## config.mk

```make
export PLATFORM = sky130hd
export DESIGN_NAME = ssmt_top
export DESIGN_NICKNAME = d
export VERILOG_FILES = /design/src/pkg/ssmt_pkg.sv /design/src/rtl/ssmt_top.sv /design/src/rtl/ssmt_baud_gen.sv
export SDC_FILE = /design/constraint.sdc
export NUM_CORES = 1
export LEC_CHECK = 0
export CORE_MARGIN = 10
export CORE_UTILIZATION = 35
export DETAILED_ROUTE_END_ITERATION = 6
export DONT_BUFFER_PORTS = 1
export MAX_ROUTING_LAYER = met4
export PLACE_DENSITY_LB_ADDON = 0.2
export SLEW_MARGIN = 20
export SYNTH_ARGS = -nofsm -noshare
export SYNTH_HDL_FRONTEND = slang
export SYNTH_HIERARCHICAL = 1
export SYNTH_SLANG_ARGS = --single-unit
```

## constraint.sdc

```tcl
create_clock -name clk -period 5.33 [get_ports clk]
set_input_delay 0.7995 -clock clk [delete_from_list [all_inputs] [get_ports clk]]
set_output_delay 0.7995 -clock clk [all_outputs]
set_load 0.03 [all_outputs]
```

## src/pkg/ssmt_pkg.sv

```systemverilog
// offsets, field positions, reset values and states of the serial master
package ssmt_pkg;
   localparam int DATA_W = 32;
   localparam int BYTE_W = 8;
   localparam int CHAR_W = 9;
   localparam int LEN_W = 4;
   localparam int BAUD_W = 17;
   localparam logic [31:0] OFF_BAUD_CTL = 32'h0000_0000;
   localparam logic [31:0] OFF_RX_CTL = 32'h0000_0004;
   localparam logic [31:0] OFF_DIV_LO = 32'h0000_0008;
   localparam logic [31:0] OFF_DIV_HI = 32'h0000_000C;
   localparam logic [31:0] OFF_TX_DATA = 32'h0000_0010;
   localparam logic [31:0] OFF_TX_CTL = 32'h0000_0014;
   localparam logic [31:0] OFF_LINE_STAT = 32'h0000_0018;
   // baud_control fields
   localparam int BC_POL = 4;
   localparam int BC_WIDE = 3;
   // receive_status_control fields
   localparam int RC_SERIAL_PORT_ENABLE = 7;
   localparam int RC_RX9 = 6;
   localparam int RC_SINGLE_RECEIVE_ENABLE = 5;
   localparam int RC_CONTINUOUS_RECEIVE_ENABLE = 4;
   localparam int RC_ADDEN = 3;
   // transmit_status_control fields
   localparam int TC_CLOCK_SOURCE_MASTER = 7;
   localparam int TC_TX9 = 6;
   localparam int TC_TRANSMIT_ENABLE = 5;
   localparam int TC_SYNC = 4;
   localparam int TC_BRK = 3;
   localparam int TC_HSPD = 2;
   localparam int TC_SHIFT_REGISTER_EMPTY = 1;
   localparam int TC_NINTH_TX_BIT = 0;
   // line status fields
   localparam int LS_TXEMPTY = 0;
   localparam int LS_DLINE = 1;
   localparam logic [7:0] RST_BYTE = 8'h00;
   localparam logic [31:0] RST_WORD = 32'h0000_0000;
   localparam logic [8:0] RST_CHAR = 9'h000;
   localparam logic [3:0] LEN_ZERO = 4'h0;
   localparam logic [3:0] LEN_ONE = 4'h1;
   localparam logic [3:0] LEN_8 = 4'h8;
   localparam logic [3:0] LEN_9 = 4'h9;
   localparam logic [16:0] BAUD_CNT_RST = 17'h0_0000;
   localparam logic [16:0] BAUD_CNT_ONE = 17'h0_0001;
   typedef enum logic [2:0] {
      ST_IDLE = 3'b001,
      ST_LEAD = 3'b010,
      ST_TRAIL = 3'b100
   } ssmt_state_t;
endpackage : ssmt_pkg

```

## src/rtl/ssmt_top.sv

```systemverilog
// synchronous serial master transmitter with an ahb-lite register slave
//
// Implementation choices: the register offsets and the AHB-Lite register port.
`timescale 1ns/1ps
`default_nettype none
// Contract
// - synchronous select set gives clocked operation, not async framing
// - clock source master set makes the port generate the shift clock; the code toggles it only in transmit, receive holds it at the idle level
// - both receive enables clear means transmit, either set means receive
// - nothing operates unless the serial port enable is set
// - no start or stop bit, only data bits are shifted
// - data line is half duplex, never driven while receiving
// - clock pin driver on whenever sync transmit or receive configured; driven only when clock source master is also set
// - exactly one clock per data bit, none beyond the character
// - data changes on leading edge, stable at trailing edge
// - polarity set: idle high, data changes on falling edge
// - polarity clear: idle low, data changes on rising edge
// - master transmit drives data and clock pin drivers on
// - holding write starts sending, waits while shifter still busy
// - empty shifter takes holding data at once and starts shifting
// - each bit holds from one leading edge to the next
// - shift register is not visible to software
// - unimplemented register bits read as zero
// - shift register empty shows whether a transmit is active
// - buffer empty flag sets when the holding register empties
module ssmt_top (
   input wire logic clk,
   input wire logic rstn,
   input wire logic hsel,
   input wire logic [ssmt_pkg::DATA_W-1:0] haddr,
   input wire logic [1:0] htrans,
   input wire logic hwrite,
   input wire logic [ssmt_pkg::DATA_W-1:0] hwdata,
   input wire logic hready,
   output logic [ssmt_pkg::DATA_W-1:0] hrdata,
   output logic hreadyout,
   output logic hresp,
   input wire logic dataIn,
   output logic dataOut,
   output logic dataOe,
   output logic clkPinOut,
   output logic clkPinOe
);
   import ssmt_pkg::*;

   logic addrOk, wrPhase, rdPhase;
   logic [DATA_W-1:0] phaseAddr, readValue;
   logic pol, wide, serial_port_enable, rx9, single_receive_enable, continuous_receive_enable, adden, clock_source_master, tx9, transmit_enable, syncSel;
   logic sendBreak, highSpeed, ninth_tx_bit;
   logic [BYTE_W-1:0] divLo, divHi, holdData;
   logic holdFull, wrHold, txMode, clkMode, busy, halfTick, leadTick;
   logic trailTick, charDone, load, nextActive, dinMeta, dinSync;
   ssmt_state_t state;
   logic [CHAR_W-1:0] shiftReg;
   logic [LEN_W-1:0] bitsLeft, charLen, leadCount, loadLen;
   logic [BAUD_W:0] leadWait;

   // bus address phase capture
   assign addrOk = hsel && htrans[1] && hready;
   always_ff @(posedge clk or negedge rstn) begin
      if (!rstn) begin
         wrPhase <= 1'b0;
         rdPhase <= 1'b0;
         phaseAddr <= RST_WORD;
      end else begin
         wrPhase <= addrOk && hwrite;
         rdPhase <= addrOk && !hwrite;
         if (addrOk) begin
            phaseAddr <= haddr;
         end
      end
   end

   // reads take one wait state, writes none
   always_ff @(posedge clk or negedge rstn) begin
      if (!rstn) begin
         hreadyout <= 1'b1;
         hresp <= 1'b0;
         hrdata <= RST_WORD;
      end else begin
         hreadyout <= !(addrOk && !hwrite);
         hresp <= 1'b0;
         if (rdPhase) begin
            hrdata <= readValue;
         end
      end
   end

   // read mux; unmapped and unused bits give zero
   always_comb begin
      readValue = RST_WORD;
      case (phaseAddr)
         OFF_BAUD_CTL: begin
            readValue[BC_POL] = pol;
            readValue[BC_WIDE] = wide;
         end
         OFF_RX_CTL: begin
            readValue[RC_SERIAL_PORT_ENABLE] = serial_port_enable;
            readValue[RC_RX9] = rx9;
            readValue[RC_SINGLE_RECEIVE_ENABLE] = single_receive_enable;
            readValue[RC_CONTINUOUS_RECEIVE_ENABLE] = continuous_receive_enable;
            readValue[RC_ADDEN] = adden;
         end
         OFF_DIV_LO: readValue[BYTE_W-1:0] = divLo;
         OFF_DIV_HI: readValue[BYTE_W-1:0] = divHi;
         OFF_TX_CTL: begin
            readValue[TC_CLOCK_SOURCE_MASTER] = clock_source_master;
            readValue[TC_TX9] = tx9;
            readValue[TC_TRANSMIT_ENABLE] = transmit_enable;
            readValue[TC_SYNC] = syncSel;
            readValue[TC_BRK] = sendBreak;
            readValue[TC_HSPD] = highSpeed;
            readValue[TC_SHIFT_REGISTER_EMPTY] = !busy;
            readValue[TC_NINTH_TX_BIT] = ninth_tx_bit;
         end
         OFF_LINE_STAT: begin
            readValue[LS_TXEMPTY] = !holdFull;
            readValue[LS_DLINE] = dinSync;
         end
         default: readValue = RST_WORD;
      endcase
   end

   // configuration registers
   always_ff @(posedge clk or negedge rstn) begin
      if (!rstn) begin
         pol <= 1'b0;
         wide <= 1'b0;
         divLo <= RST_BYTE;
         divHi <= RST_BYTE;
      end else if (wrPhase) begin
         if (phaseAddr == OFF_BAUD_CTL) begin
            pol <= hwdata[BC_POL];
            wide <= hwdata[BC_WIDE];
         end
         if (phaseAddr == OFF_DIV_LO) begin
            divLo <= hwdata[BYTE_W-1:0];
         end
         if (phaseAddr == OFF_DIV_HI) begin
            divHi <= hwdata[BYTE_W-1:0];
         end
      end
   end

   always_ff @(posedge clk or negedge rstn) begin
      if (!rstn) begin
         serial_port_enable <= 1'b0;
         rx9 <= 1'b0;
         single_receive_enable <= 1'b0;
         continuous_receive_enable <= 1'b0;
         adden <= 1'b0;
      end else if (wrPhase && phaseAddr == OFF_RX_CTL) begin
         serial_port_enable <= hwdata[RC_SERIAL_PORT_ENABLE];
         rx9 <= hwdata[RC_RX9];
         single_receive_enable <= hwdata[RC_SINGLE_RECEIVE_ENABLE];
         continuous_receive_enable <= hwdata[RC_CONTINUOUS_RECEIVE_ENABLE];
         adden <= hwdata[RC_ADDEN];
      end
   end

   always_ff @(posedge clk or negedge rstn) begin
      if (!rstn) begin
         clock_source_master <= 1'b0;
         tx9 <= 1'b0;
         transmit_enable <= 1'b0;
         syncSel <= 1'b0;
         sendBreak <= 1'b0;
         highSpeed <= 1'b0;
         ninth_tx_bit <= 1'b0;
      end else if (wrPhase && phaseAddr == OFF_TX_CTL) begin
         clock_source_master <= hwdata[TC_CLOCK_SOURCE_MASTER];
         tx9 <= hwdata[TC_TX9];
         transmit_enable <= hwdata[TC_TRANSMIT_ENABLE];
         syncSel <= hwdata[TC_SYNC];
         sendBreak <= hwdata[TC_BRK];
         highSpeed <= hwdata[TC_HSPD];
         ninth_tx_bit <= hwdata[TC_NINTH_TX_BIT];
      end
   end

   // data line level, two flop synchroniser
   always_ff @(posedge clk or negedge rstn) begin
      if (!rstn) begin
         dinMeta <= 1'b0;
         dinSync <= 1'b0;
      end else begin
         dinMeta <= dataIn;
         dinSync <= dinMeta;
      end
   end

   // mode decode
   assign txMode = serial_port_enable && syncSel && clock_source_master && transmit_enable
      && !single_receive_enable && !continuous_receive_enable;
   assign clkMode = serial_port_enable && syncSel && clock_source_master
      && (transmit_enable || single_receive_enable || continuous_receive_enable);
   assign busy = (state != ST_IDLE);
   assign leadTick = (state == ST_LEAD) && halfTick;
   assign trailTick = (state == ST_TRAIL) && halfTick;
   assign charDone = trailTick && (bitsLeft == LEN_ONE);
   assign charLen = tx9 ? LEN_9 : LEN_8;
   // shifter takes a waiting character once the last bit is out
   assign load = txMode && holdFull
      && (!busy || charDone);
   // holding register; a write in the move cycle refills it
   assign wrHold = wrPhase && (phaseAddr == OFF_TX_DATA);

   always_ff @(posedge clk or negedge rstn) begin
      if (!rstn) begin
         holdData <= RST_BYTE;
         holdFull <= 1'b0;
      end else if (!serial_port_enable) begin
         holdFull <= 1'b0;
      end else if (wrHold) begin
         holdData <= hwdata[BYTE_W-1:0];
         holdFull <= 1'b1;
      end else if (load) begin
         holdFull <= 1'b0;
      end
   end

   ssmt_baud_gen u_baud (
      .clk(clk),
      .rstn(rstn),
      .restart(load || !txMode),
      .wide(wide),
      .divLo(divLo),
      .divHi(divHi),
      .halfTick(halfTick)
   );

   // shift sequencer
   always_ff @(posedge clk or negedge rstn) begin
      if (!rstn) begin
         state <= ST_IDLE;
      end else if (!txMode) begin
         state <= ST_IDLE;
      end else begin
         case (state)
            ST_IDLE: begin
               if (load) begin
                  state <= ST_LEAD;
               end
            end
            ST_LEAD: begin
               if (halfTick) begin
                  state <= ST_TRAIL;
               end
            end
            ST_TRAIL: begin
               if (charDone && !load) begin
                  state <= ST_IDLE;
               end else if (halfTick) begin
                  state <= ST_LEAD;
               end
            end
            default: state <= ST_IDLE;
         endcase
      end
   end

   // hidden shift register, data bits only, lsb first
   always_ff @(posedge clk or negedge rstn) begin
      if (!rstn) begin
         shiftReg <= RST_CHAR;
         bitsLeft <= LEN_ZERO;
      end else if (!txMode) begin
         bitsLeft <= LEN_ZERO;
      end else if (load) begin
         shiftReg <= {ninth_tx_bit, holdData};
         bitsLeft <= charLen;
      end else if (trailTick) begin
         shiftReg <= {1'b0, shiftReg[CHAR_W-1:1]};
         bitsLeft <= bitsLeft - LEN_ONE;
      end
   end

   // clock pin active between a leading and a trailing tick
   assign nextActive = txMode && (leadTick
      || ((state == ST_TRAIL) && !halfTick));
   always_ff @(posedge clk or negedge rstn) begin
      if (!rstn) begin
         clkPinOut <= 1'b0;
         dataOut <= 1'b0;
         dataOe <= 1'b0;
         clkPinOe <= 1'b0;
      end else begin
         clkPinOut <= pol ^ nextActive;
         if (leadTick) begin
            dataOut <= shiftReg[0];
         end
         dataOe <= txMode;
         clkPinOe <= clkMode;
      end
   end

   // leading edges counted per character for checking
   always_ff @(posedge clk or negedge rstn) begin
      if (!rstn) begin
         leadCount <= LEN_ZERO;
         loadLen <= LEN_ZERO;
      end else if (load) begin
         leadCount <= LEN_ZERO;
         loadLen <= charLen;
      end else if (leadTick) begin
         leadCount <= leadCount + LEN_ONE;
      end
   end

   always_ff @(posedge clk or negedge rstn) begin
      if (!rstn) begin
         leadWait <= {1'b0, BAUD_CNT_RST};
      end else if (state != ST_LEAD || halfTick) begin
         leadWait <= {1'b0, BAUD_CNT_RST};
      end else begin
         leadWait <= leadWait + {1'b0, BAUD_CNT_ONE};
      end
   end
endmodule : ssmt_top
`default_nettype wire

```

## src/rtl/ssmt_baud_gen.sv

```systemverilog
// half bit period tick generator for the shift clock
`timescale 1ns/1ps
`default_nettype none
module ssmt_baud_gen (
   input wire logic clk,
   input wire logic rstn,
   input wire logic restart,
   input wire logic wide,
   input wire logic [ssmt_pkg::BYTE_W-1:0] divLo,
   input wire logic [ssmt_pkg::BYTE_W-1:0] divHi,
   output logic halfTick
);
   import ssmt_pkg::*;
   logic [BAUD_W-1:0] cnt;
   logic [BAUD_W-1:0] limit;
   logic [15:0] divisor;

   // bit period is four times divisor plus one, so half is 2n+2 clocks, counting 0 to 2n+1
   assign divisor = wide ? {divHi, divLo} : {RST_BYTE, divLo};
   assign limit = {divisor, 1'b1};

   always_ff @(posedge clk or negedge rstn) begin
      if (!rstn) begin
         cnt <= BAUD_CNT_RST;
         halfTick <= 1'b0;
      end else if (restart) begin
         cnt <= BAUD_CNT_RST;
         halfTick <= 1'b0;
      end else if (cnt == limit) begin
         cnt <= BAUD_CNT_RST;
         halfTick <= 1'b1;
      end else begin
         cnt <= cnt + BAUD_CNT_ONE;
         halfTick <= 1'b0;
      end
   end
endmodule : ssmt_baud_gen
`default_nettype wire

```

Word-level counts from Yosys, hierarchy flattened. Index checks and enable logic that the tools add are counted.

Latch bits: 0. Output and inout bits: 38. Memory bits (writable): 0. ROM bits: 0. Word-level logic and storage cells: 121. Input port bits: 72. Memories kept: 0. Register bits after elaboration: 122.

Shift-type cells: 0. Add/sub/neg operators: 2. Eq/ne operators: 17. Reductions and logical operators: 43. $mul: 0. Div/mod/pow operators: 0. Multiplexer cells: 24. $lt $le $gt $ge: 0. Bitwise logic cells: 1.

Operator list (count): 32-bit by 5-bit equality test with 1-bit output (second input constant) (3); 32-bit by 4-bit equality test with 1-bit output (second input constant) (2); 17-bit two-way mux (2); 32-bit by 3-bit equality test with 1-bit output (second input constant) (1); 32-bit zero test (1); 1-bit logical AND (21); 9-bit two-way mux (2); 17-bit by 1-bit adder with 17-bit output (second input constant) (1); 17-bit equality test (1); 16-bit two-way mux (1); 3-bit two-way mux (5); 4-bit two-way mux (3); 3-bit case mux with 4 select lines (1); 2-bit case mux with 5 select lines (1); 2-bit AND reduction (5); 1-bit zero test (9); 3-bit by 1-bit != test with 1-bit output (second input constant) (3); 3-bit case mux with 3 select lines (1); 2-bit case mux with 4 select lines (1); 1-bit two-way mux (6); 1-bit logical OR (5); 4-bit by 1-bit equality test with 1-bit output (second input constant) (1); 4-bit by 3-bit != test with 1-bit output (second input constant) (1); 4-bit by 1-bit subtractor with 4-bit output (second input constant) (1); 9 further kinds (9).

Depth between registers and ports, before layout. Gate-level depths: netlist (run 1).

Depth after elaboration: 12. Mapped depth: 9. Gate-level depth less buffers: 7.

Hierarchy. The synthesis (run 1) kept the hierarchy.

By module, submodules not included: ssmt_top (instances 1, sequential area each 2605.0 um^2, area each 4949.7 um^2, cells each 383); ssmt_baud_gen (instances 1, sequential area each 450.4 um^2, area each 1119.8 um^2, cells each 117).

Worst setup path before layout (run 1). No wires, ideal clock.

Path kind: register to register. Start: register state[0]. End: register u_baud.cnt[10]. Setup slack: 2.921 ns. Setup time: 0.136 ns. Period minus slack after synthesis: 2.409 ns. Stages on the path, launching flop included: 9. Required time: 5.194 ns. Buffers on the path: 3. Data arrival time: 2.273 ns. Path through: dfstp_2 clkbuf_1 or3b_2 o31ai_2 nand2_1 o21ai_0 clkbuf_1 buf_1 nor3_1.

Cells in the longest elaborated chain, start to end: 7. Elaborated cells on any way between the ends: 9. Classes of those cells: 2 x eq/ne; 1 x mux; 6 x reduce/logical.

RTL lines: from (decl) (RTL line ssmt_top.sv:53) `ssmt_state_t state;`; from (signal assigned) (RTL line ssmt_top.sv:235) `state <= ST_IDLE;`; from (signal assigned) (RTL line ssmt_top.sv:237) `state <= ST_IDLE;`; from (signal assigned) (RTL line ssmt_top.sv:242) `state <= ST_LEAD;`; 3-bit equality test (RTL line ssmt_top.sv:199) `assign trailTick = (state == ST_TRAIL) && halfTick;`; 1-bit logical AND (RTL line ssmt_top.sv:199); 1-bit logical AND (RTL line ssmt_top.sv:200) `assign charDone = trailTick && (bitsLeft == LEN_ONE);`; 1-bit logical OR (*) (RTL line ssmt_top.sv:204) `&& (!busy || charDone);`; 1-bit logical AND (*) (RTL line ssmt_top.sv:204); 1-bit logical OR (*) (RTL line ssmt_top.sv:225) `.restart(load || !txMode),`; 17-bit two-way mux (*) (RTL line ssmt_baud_gen.sv:26) `end else if (restart) begin`; to (signal assigned) (RTL line ssmt_baud_gen.sv:33) `cnt <= cnt + BAUD_CNT_ONE;`; to (decl) (RTL line ssmt_baud_gen.sv:14) `logic [BAUD_W-1:0] cnt;`.

Every way passes the cells marked *; elsewhere a longest branch is shown, timed or not. A chain may end at the register's enable or synchronous reset.

Worst setup path after layout (run 1).
Start: register state[1]. End: register shiftReg[8].

Cells in the longest elaborated chain, start to end: 7. Elaborated cells on any way between the ends: 10. Classes of those cells: 2 x eq/ne; 1 x mux; 7 x reduce/logical.

RTL lines: 3-bit equality test (RTL line ssmt_top.sv:199); 1-bit logical AND (RTL line ssmt_top.sv:199); 1-bit logical AND (RTL line ssmt_top.sv:200); 1-bit logical OR (RTL line ssmt_top.sv:204); 1-bit logical AND (RTL line ssmt_top.sv:204); 2-bit nonzero test (no line); 2-bit AND reduction (no line); to (signal assigned) (RTL line ssmt_top.sv:270) `shiftReg <= {ninth_tx_bit, holdData};`; to (signal assigned) (RTL line ssmt_top.sv:273) `shiftReg <= {1'b0, shiftReg[CHAR_W-1:1]};`; to (decl) (RTL line ssmt_top.sv:54) `logic [CHAR_W-1:0] shiftReg;`.

Several ways; a longest one is shown, not always the timed one.

==> impl_metrics.env, run 1 <==
export IMPL_synth_area_mux_share=0.165
export IMPL_timing_final_ws_setup_ns=2.78
export IMPL_path_clk_slew_ns=0.06
export IMPL_ys_seq_area_frac=0.503
export IMPL_layout_common_cells="dfrtp_1, mux2_2, nand2_1"
export IMPL_synth_edf_count=0
export IMPL_grt_max_degree=123
export IMPL_drtPass1Iterations=6
export IMPL_sw_frac_of_total=0.243
export IMPL_grt_pass1_vias=3980
export IMPL_maxSlewHeadroom=0.285
export IMPL_pwr_share_comb=0.054
export IMPL_port_buffers=0
export IMPL_tns_ns=0
export IMPL_start_util=0.353
export IMPL_reg2reg_slack_ns=2.78
export IMPL_hold_viol=0
export IMPL_pwr_share_clk=0.495
export IMPL_rsz0062_at_grt="no"
export IMPL_async_flop_share=1.00
export IMPL_overflow=0
export IMPL_finalNetCount=574
export IMPL_synth_area_per_cell_um2=12.1
export IMPL_clockBufferDepth=2
export IMPL_synth_compound_area_frac=0.0571
export IMPL_nFillCells=1668
export IMPL_slew_viol_final=0
export IMPL_die_x_um=152
export IMPL_postCtsSetupRepairBufs=0
export IMPL_crit_path_start_kind="flop"
export IMPL_critPathKind="reg -> reg"
export IMPL_critPathMaxFanout=13
export IMPL_vdd_drop_max_uv=229
export IMPL_cp_required_ns=5.63
export IMPL_numCtsBuffers=17
export IMPL_clock_skew_ns=0.00907
export IMPL_yosysUniqueCellTypes=59
export IMPL_drt_total_wl_um=14000
export IMPL_p_int_mw=1.74
export IMPL_route_detailed_drc=0
export IMPL_synth_warnings=6
export IMPL_netlist_top_cells_area="dfrtp_1, mux2_2, xnor2_1"
export IMPL_vias_per_cell=5.14
export IMPL_p_leak_nw=2.87
export IMPL_drv_cap=0
export IMPL_num_vias=3786
export IMPL_synthFlopType="dfrtp_1"
export IMPL_grt_pass1_wl_um=22100
export IMPL_crit_family="simple AND/OR/NAND/NOR gates"
export IMPL_hpwl_um=9850
export IMPL_antenna_found_initial=0
export IMPL_place_gp_congestion=0.792
export IMPL_cts_tree="done"
export IMPL_cp_cell_sequence="nand4bb_1 -> o31ai_2 -> and3_1 -> mux2_2"
export IMPL_ios=110
export IMPL_clkSinkCount=122
export IMPL_cts_root_buf="clkbuf_16"
export IMPL_synthCells=500
export IMPL_syn_area_um2=6070
export IMPL_hold_buffers=0
export IMPL_antenna_cells=0
export IMPL_clock_fmax_mhz=392
export IMPL_rows=48
export IMPL_post_place_ws_ns=2.71
export IMPL_synth_seq_cells=122
export IMPL_grt_use_total=0.129
export IMPL_cp_end_kind="flop"
export IMPL_post_synth_top_area_fraction=0.495
export IMPL_yosys_area_share_simple=0.165
export IMPL_synthXorXnorAreaFrac=0.0476
export IMPL_insertion_delay_ns=0.42
export IMPL_crit_arrival_ns=2.86
export IMPL_synth_area_leader_cell="dfrtp_1"
export IMPL_fin_crit_sh=0.479
export IMPL_critPathBufInv=0
export IMPL_max_stage_delay_ns=0.71
export IMPL_post_route_cells_drive_above_1_share=0.264
export IMPL_layout_commonest_cell="dfrtp_1"
export IMPL_crit_slowest_cell="o31ai_2"
export IMPL_powerDensity_nw_per_um2=340
export IMPL_die_h_um=152
export IMPL_wl_per_cell_um=18.9
export IMPL_synthAdderAreaFrac=0.00618
export IMPL_dieArea_um2=23000
export IMPL_p_switching_mw=0.558
export IMPL_min_path_type="in -> async"
export IMPL_outcome="finished, final reports clean"
export IMPL_ctsResizeCount=0
export IMPL_seq_power_share=0.451
export IMPL_core_um2=17200
export IMPL_syn_to_final_growth_pct=11.2
export IMPL_synth_top_family_by_area="simple AND/OR/NAND/NOR gates"
export IMPL_ant_nets=0
export IMPL_htreeDepth=4
export IMPL_period_minus_slack_ns=2.55
export IMPL_worstMarginPinSlew_ns=1.06
export IMPL_drtIter0Drc=159
export IMPL_setup_violations_final=0
-- power groups by stage --
stage / registers [mW] / logic, mW / clock network (mW)
floorplan: 1.02 / 0.141 / 0
global placement: 1.05 / 0.121 / 0
detailed placement: 1.05 / 0.125 / 0
CTS: 1.04 / 0.125 / 1.16
global route: 1.04 / 0.136 / 1.20
finish: 1.04 / 0.125 / 1.14
-- cell type report --
cell class,count,area (µm²),area share
inverters,12,45.0,0.00667
well taps,225,282,0.0417
flip-flops and latches,122,3060,0.453
multi-input cells,344,2770,0.410
repair buffers,2,15.0,0.00222
clock buffers,18,439,0.0651
clock inverters,14,145,0.0215
-- per-layer routing --
layer  global-route usage  routed length (µm)
met3               0.0451                 859
met1                0.154                6050
met2                0.197                6810
met4               0.0467                 246
met5                    -                   0
-- worst reg2reg max path, stage by stage (launching register included) --
cell and delay (ns):
dfrtp_1 0.47, nand4bb_1 0.32, o31ai_2 0.71, and3_1 0.56, mux2_2 0.39
-- through the flow --
step	total power [mW]	util	instances	hold WS, ns	instance area [µm²]
2_1_floorplan	1.17	-	524	0.331	6160
3_3_place_gp	1.17	0.359	705	0.341	6160
3_5_place_dp	1.18	0.359	705	0.341	6160
4_1_cts	2.32	0.393	737	0.0632	6750
5_1_grt	2.38	0.393	737	0.0545	6750
6_report	2.30	0.393	737	0.0751	6750
-- Yosys cell counts (9+ instances only) --
cell type / n
dfrtp_1: 120
nor3_1: 23
nand2_1: 35
buf_4: 25
nand4_1: 12
nor2_1: 20
clkbuf_1: 13
nor4_4: 9
xnor2_1: 23
inv_1: 12
mux2_2: 65
xor2_1: 10
mux2i_1: 9
nand3_1: 10
o211ai_1: 9
-- cell families after synthesis --
| logic type | after synthesis |
|---|---|
| AND/OR/NAND/NOR | 151 |
| flip-flops | 122 |
| multiplexers | 85 |
| buffers and inverters | 58 |
| AO/OA/AOI/OAI | 47 |
| XOR/XNOR | 33 |
| adder cells (fa/ha/maj) | 3 |
| other | 1 |
-- sequential cells by signal, summed over array words and instances (netlist names), 3 cells and up --
name,cells
u_baud/cnt,17
bitsLeft,4
divHi,8
hrdata,8
phaseAddr,32
state,3
divLo,8
holdData,8
shiftReg,9
-- worst paths after layout --
kind                            startpoint     endpoint  cells past startpoint
worst min register to register     dinMeta      dinSync                      0
min in group clk                   dinMeta      dinSync                      0
worst min-delay path                  rstn       dataOe                      0
worst max register to register    state[1]  shiftReg[8]                      4
max in group asynchronous             rstn     state[0]                      0
worst max-delay path              state[1]  shiftReg[8]                      4
Note: power is estimated with default switching activity, not from simulation.
==> run 2, diff against run 1 <==
--- a/config.mk
+++ b/config.mk
@@ -5,6 +5,7 @@
 export SDC_FILE = /design/constraint.sdc
 export NUM_CORES = 1
 export LEC_CHECK = 0
+export ABC_AREA = 1
 export CORE_MARGIN = 10
 export CORE_UTILIZATION = 35
 export DETAILED_ROUTE_END_ITERATION = 6
==> constraint.sdc (replaced) <==
create_clock -name clk -period 2.5 [get_ports clk]
set_input_delay 0.375 -clock clk [delete_from_list [all_inputs] [get_ports clk]]
set_output_delay 0.375 -clock clk [all_outputs]
set_load 0.03 [all_outputs]
==> impl_metrics.env, run 2 <==
export IMPL_p_leak_nw=3.40
export IMPL_synthCells=760
export IMPL_synthFlopType="dfrtp_1"
export IMPL_layout_commonest_cell="nand2_1"
export IMPL_finalNetCount=838
export IMPL_fin_crit_sh=0.793
export IMPL_drtPass1Iterations=6
export IMPL_clkSinkCount=122
export IMPL_synth_edf_count=0
export IMPL_die_h_um=155
export IMPL_synthXorXnorAreaFrac=0.0180
export IMPL_synth_seq_cells=122
export IMPL_route_detailed_drc=0
export IMPL_cp_end_kind="flop"
export IMPL_insertion_delay_ns=0.42
export IMPL_drt_total_wl_um=15000
export IMPL_rows=49
export IMPL_drv_cap=0
export IMPL_ios=110
export IMPL_critPathMaxFanout=20
export IMPL_clock_skew_ns=0.0120
export IMPL_core_um2=17900
export IMPL_crit_slowest_cell="dfstp_2"
export IMPL_clockBufferDepth=2
export IMPL_post_synth_top_area_fraction=0.474
export IMPL_cp_cell_sequence="inv_1 -> nor3_1 -> inv_1 -> o21ai_1 -> nand2_1 -> buf_4 -> nand2_1 -> inv_1 -> nand2_1 -> o211ai_1"
export IMPL_largest_reg_flops=32
export IMPL_layout_common_cells="nand2_1, dfrtp_1, nor2_1"
export IMPL_r2r_start="state[0]"
export IMPL_crit_path_start_kind="flop"
export IMPL_path_clk_slew_ns=0.06
export IMPL_yosysMostFrequentCell="nand2_1"
export IMPL_overflow=0
export IMPL_wl_per_cell_um=14.9
export IMPL_hold_viol=122
export IMPL_die_x_um=155
export IMPL_vias_per_cell=4.68
export IMPL_place_gp_congestion=0.807
export IMPL_cp_depth=10
export IMPL_maxSlewHeadroom=0.541
export IMPL_min_path_type="in -> async"
export IMPL_synth_top_family_by_area="simple AND/OR/NAND/NOR gates"
export IMPL_max_stage_delay_ns=0.52
export IMPL_dieArea_um2=23900
export IMPL_powerDensity_nw_per_um2=719
export IMPL_crit_family="simple AND/OR/NAND/NOR gates"
export IMPL_syn_to_final_growth_pct=11.7
export IMPL_drtIter0Drc=265
export IMPL_htreeDepth=4
export IMPL_synth_area_leader_cell="dfrtp_1"
export IMPL_antenna_cells=0
export IMPL_slew_viol_final=0
export IMPL_port_buffers=0
export IMPL_grt_max_degree=123
export IMPL_r2r_end="bitsLeft[3]"
export IMPL_synth_area_mux_share=0.0480
export IMPL_netlist_top_cells_area="dfrtp_1, nand2_1, nand3_1"
export IMPL_finalCoreUtilization=0.395
export IMPL_synthAdderAreaFrac=0.00592
export IMPL_numCtsBuffers=17
export IMPL_reg2reg_depth=10
export IMPL_period_minus_slack_ns=1.98
export IMPL_ys_seq_area_frac=0.482
export IMPL_synth_area_per_cell_um2=8.34
export IMPL_synth_compound_area_frac=0.0610
export IMPL_cp_required_ns=2.79
export IMPL_vdd_drop_max_uv=518
export IMPL_synth_warnings=6
export IMPL_antenna_found_initial=0
export IMPL_start_util=0.354
export IMPL_crit_arrival_ns=2.27
export IMPL_critPathKind="reg -> reg"
export IMPL_post_route_cells_drive_above_1_share=0.148
export IMPL_syn_area_um2=6340
export IMPL_yosys_area_share_simple=0.289
export IMPL_ant_nets=0
export IMPL_layoutNonFillerInstCount=1005
export IMPL_holdWs_ns=-0.347
export IMPL_synthTopCellsByCount="nand2_1, dfrtp_1, nor2_1, nand3_1, inv_1"
export IMPL_hpwl_um=10900
export IMPL_hold_buffers=1
export IMPL_grt_pass1_wl_um=24900
export IMPL_cts_root_buf="clkbuf_16"
export IMPL_rsz0062_at_grt="no"
export IMPL_critPathBufInv=4
export IMPL_top_regs="phaseAddr x32, u_baud/cnt x17, shiftReg x9"
export IMPL_nFillCells=1834
export IMPL_grt_pass1_vias=4645
export IMPL_outcome="complete, but fails checks"
export IMPL_clock_fmax_mhz=504
export IMPL_top_register="phaseAddr"
export IMPL_crit_start="state[0]"
export IMPL_reg2reg_slack_ns=0.52
export IMPL_violations="hold timing"
export IMPL_setup_violations_final=0
export IMPL_num_vias=4703
export IMPL_yosysUniqueCellTypes=36
export IMPL_tns_ns=0
export IMPL_grt_use_total=0.132
export IMPL_crit_end="bitsLeft[3]"
export IMPL_worstMarginPinSlew_ns=0.688
export IMPL_async_flop_share=1.00
export IMPL_ctsResizeCount=0
export IMPL_postCtsSetupRepairBufs=0
export IMPL_cts_tree="done"
export IMPL_placed_cells=972
## run 2: cell types whose count changed in the layout (fill, tap and decap cells not counted), sizes merged, moves of 6 or more
cell	delta
a21oi	+13
inv	+60
mux2	-47
mux2i	-9
nand2	+162
nand3	+80
nand4	-7
nor2	+81
nor2b	-6
nor3	-14
nor4	-14
o211ai	-7
o21ai	+40
xnor2	-22
## run 2: logic make-up after synthesis
group / count (synthesis)
buffers and inverters: 119
muxes: 27
AOI/OAI and AO/OA: 67
adders and majority gates: 3
xor gates and xnor gates: 13
other: 1
and+or+nand+nor: 408
DFF: 122
## run 2: power by group
group          internal (mW)  switching [mW]  leakage, nW  total [mW]
registers               2.08          0.0739         1.40        2.15
logic                 0.0976           0.151         1.68       0.249
clock network           1.78           0.911        0.313        2.69
total                   3.95            1.14         3.40        5.09
## run 2: worst min path at each step
stage,startpoint,end,slack (ns),depth (start not counted)
2_1_floorplan,rstn,adden,0.08,0
3_3_place_gp,rstn,hrdata[7],0.09,0
3_5_place_dp,rstn,hrdata[7],0.09,0
4_1_cts,rstn,phaseAddr[29],-0.36,0
5_1_grt,rstn,hrdata[7],-0.37,0
6_report,rstn,hrdata[5],-0.35,0
## run 2: layer usage
metal,GRT usage,vias to the layer above,part of all wire
li1,-,2400,-
met1,0.167,2204,0.47
met2,0.204,91,0.48
met3,0.0341,8,0.050
met4,0.0391,0,0.0065
met5,-,-,0
## run 2: per-stage QoR
step	setup slack, ns	power, mW	hold slack (ns)	cell area (µm²)
after detailed placement	0.537	2.44	0.0877	6420
after global placement	0.558	2.43	0.0875	6420
final	0.517	5.09	-0.347	7080
after floorplan	0.487	2.42	0.0794	6430
after global routing	0.331	5.28	-0.367	7080
after CTS	0.524	5.16	-0.364	7080
## run 2: worst register-to-register path, cell delays in order (launching register included)
cell      delay, ns
dfstp_2        0.52
inv_1          0.04
nor3_1         0.34
inv_1          0.15
o21ai_1        0.15
nand2_1        0.12
buf_4          0.22
nand2_1        0.12
inv_1          0.06
nand2_1        0.05
o211ai_1       0.07
## run 2: layout make-up
cell class / instances / area (µm²) / share of cell area
clock buffer: 22 / 484 / 0.0684
sequential: 122 / 3060 / 0.432
timing repair buffer: 5 / 40.0 / 0.00566
clock inverter: 10 / 163 / 0.0230
inverter: 74 / 278 / 0.0392
tap: 229 / 287 / 0.0405
multi-input combinational: 543 / 2770 / 0.392
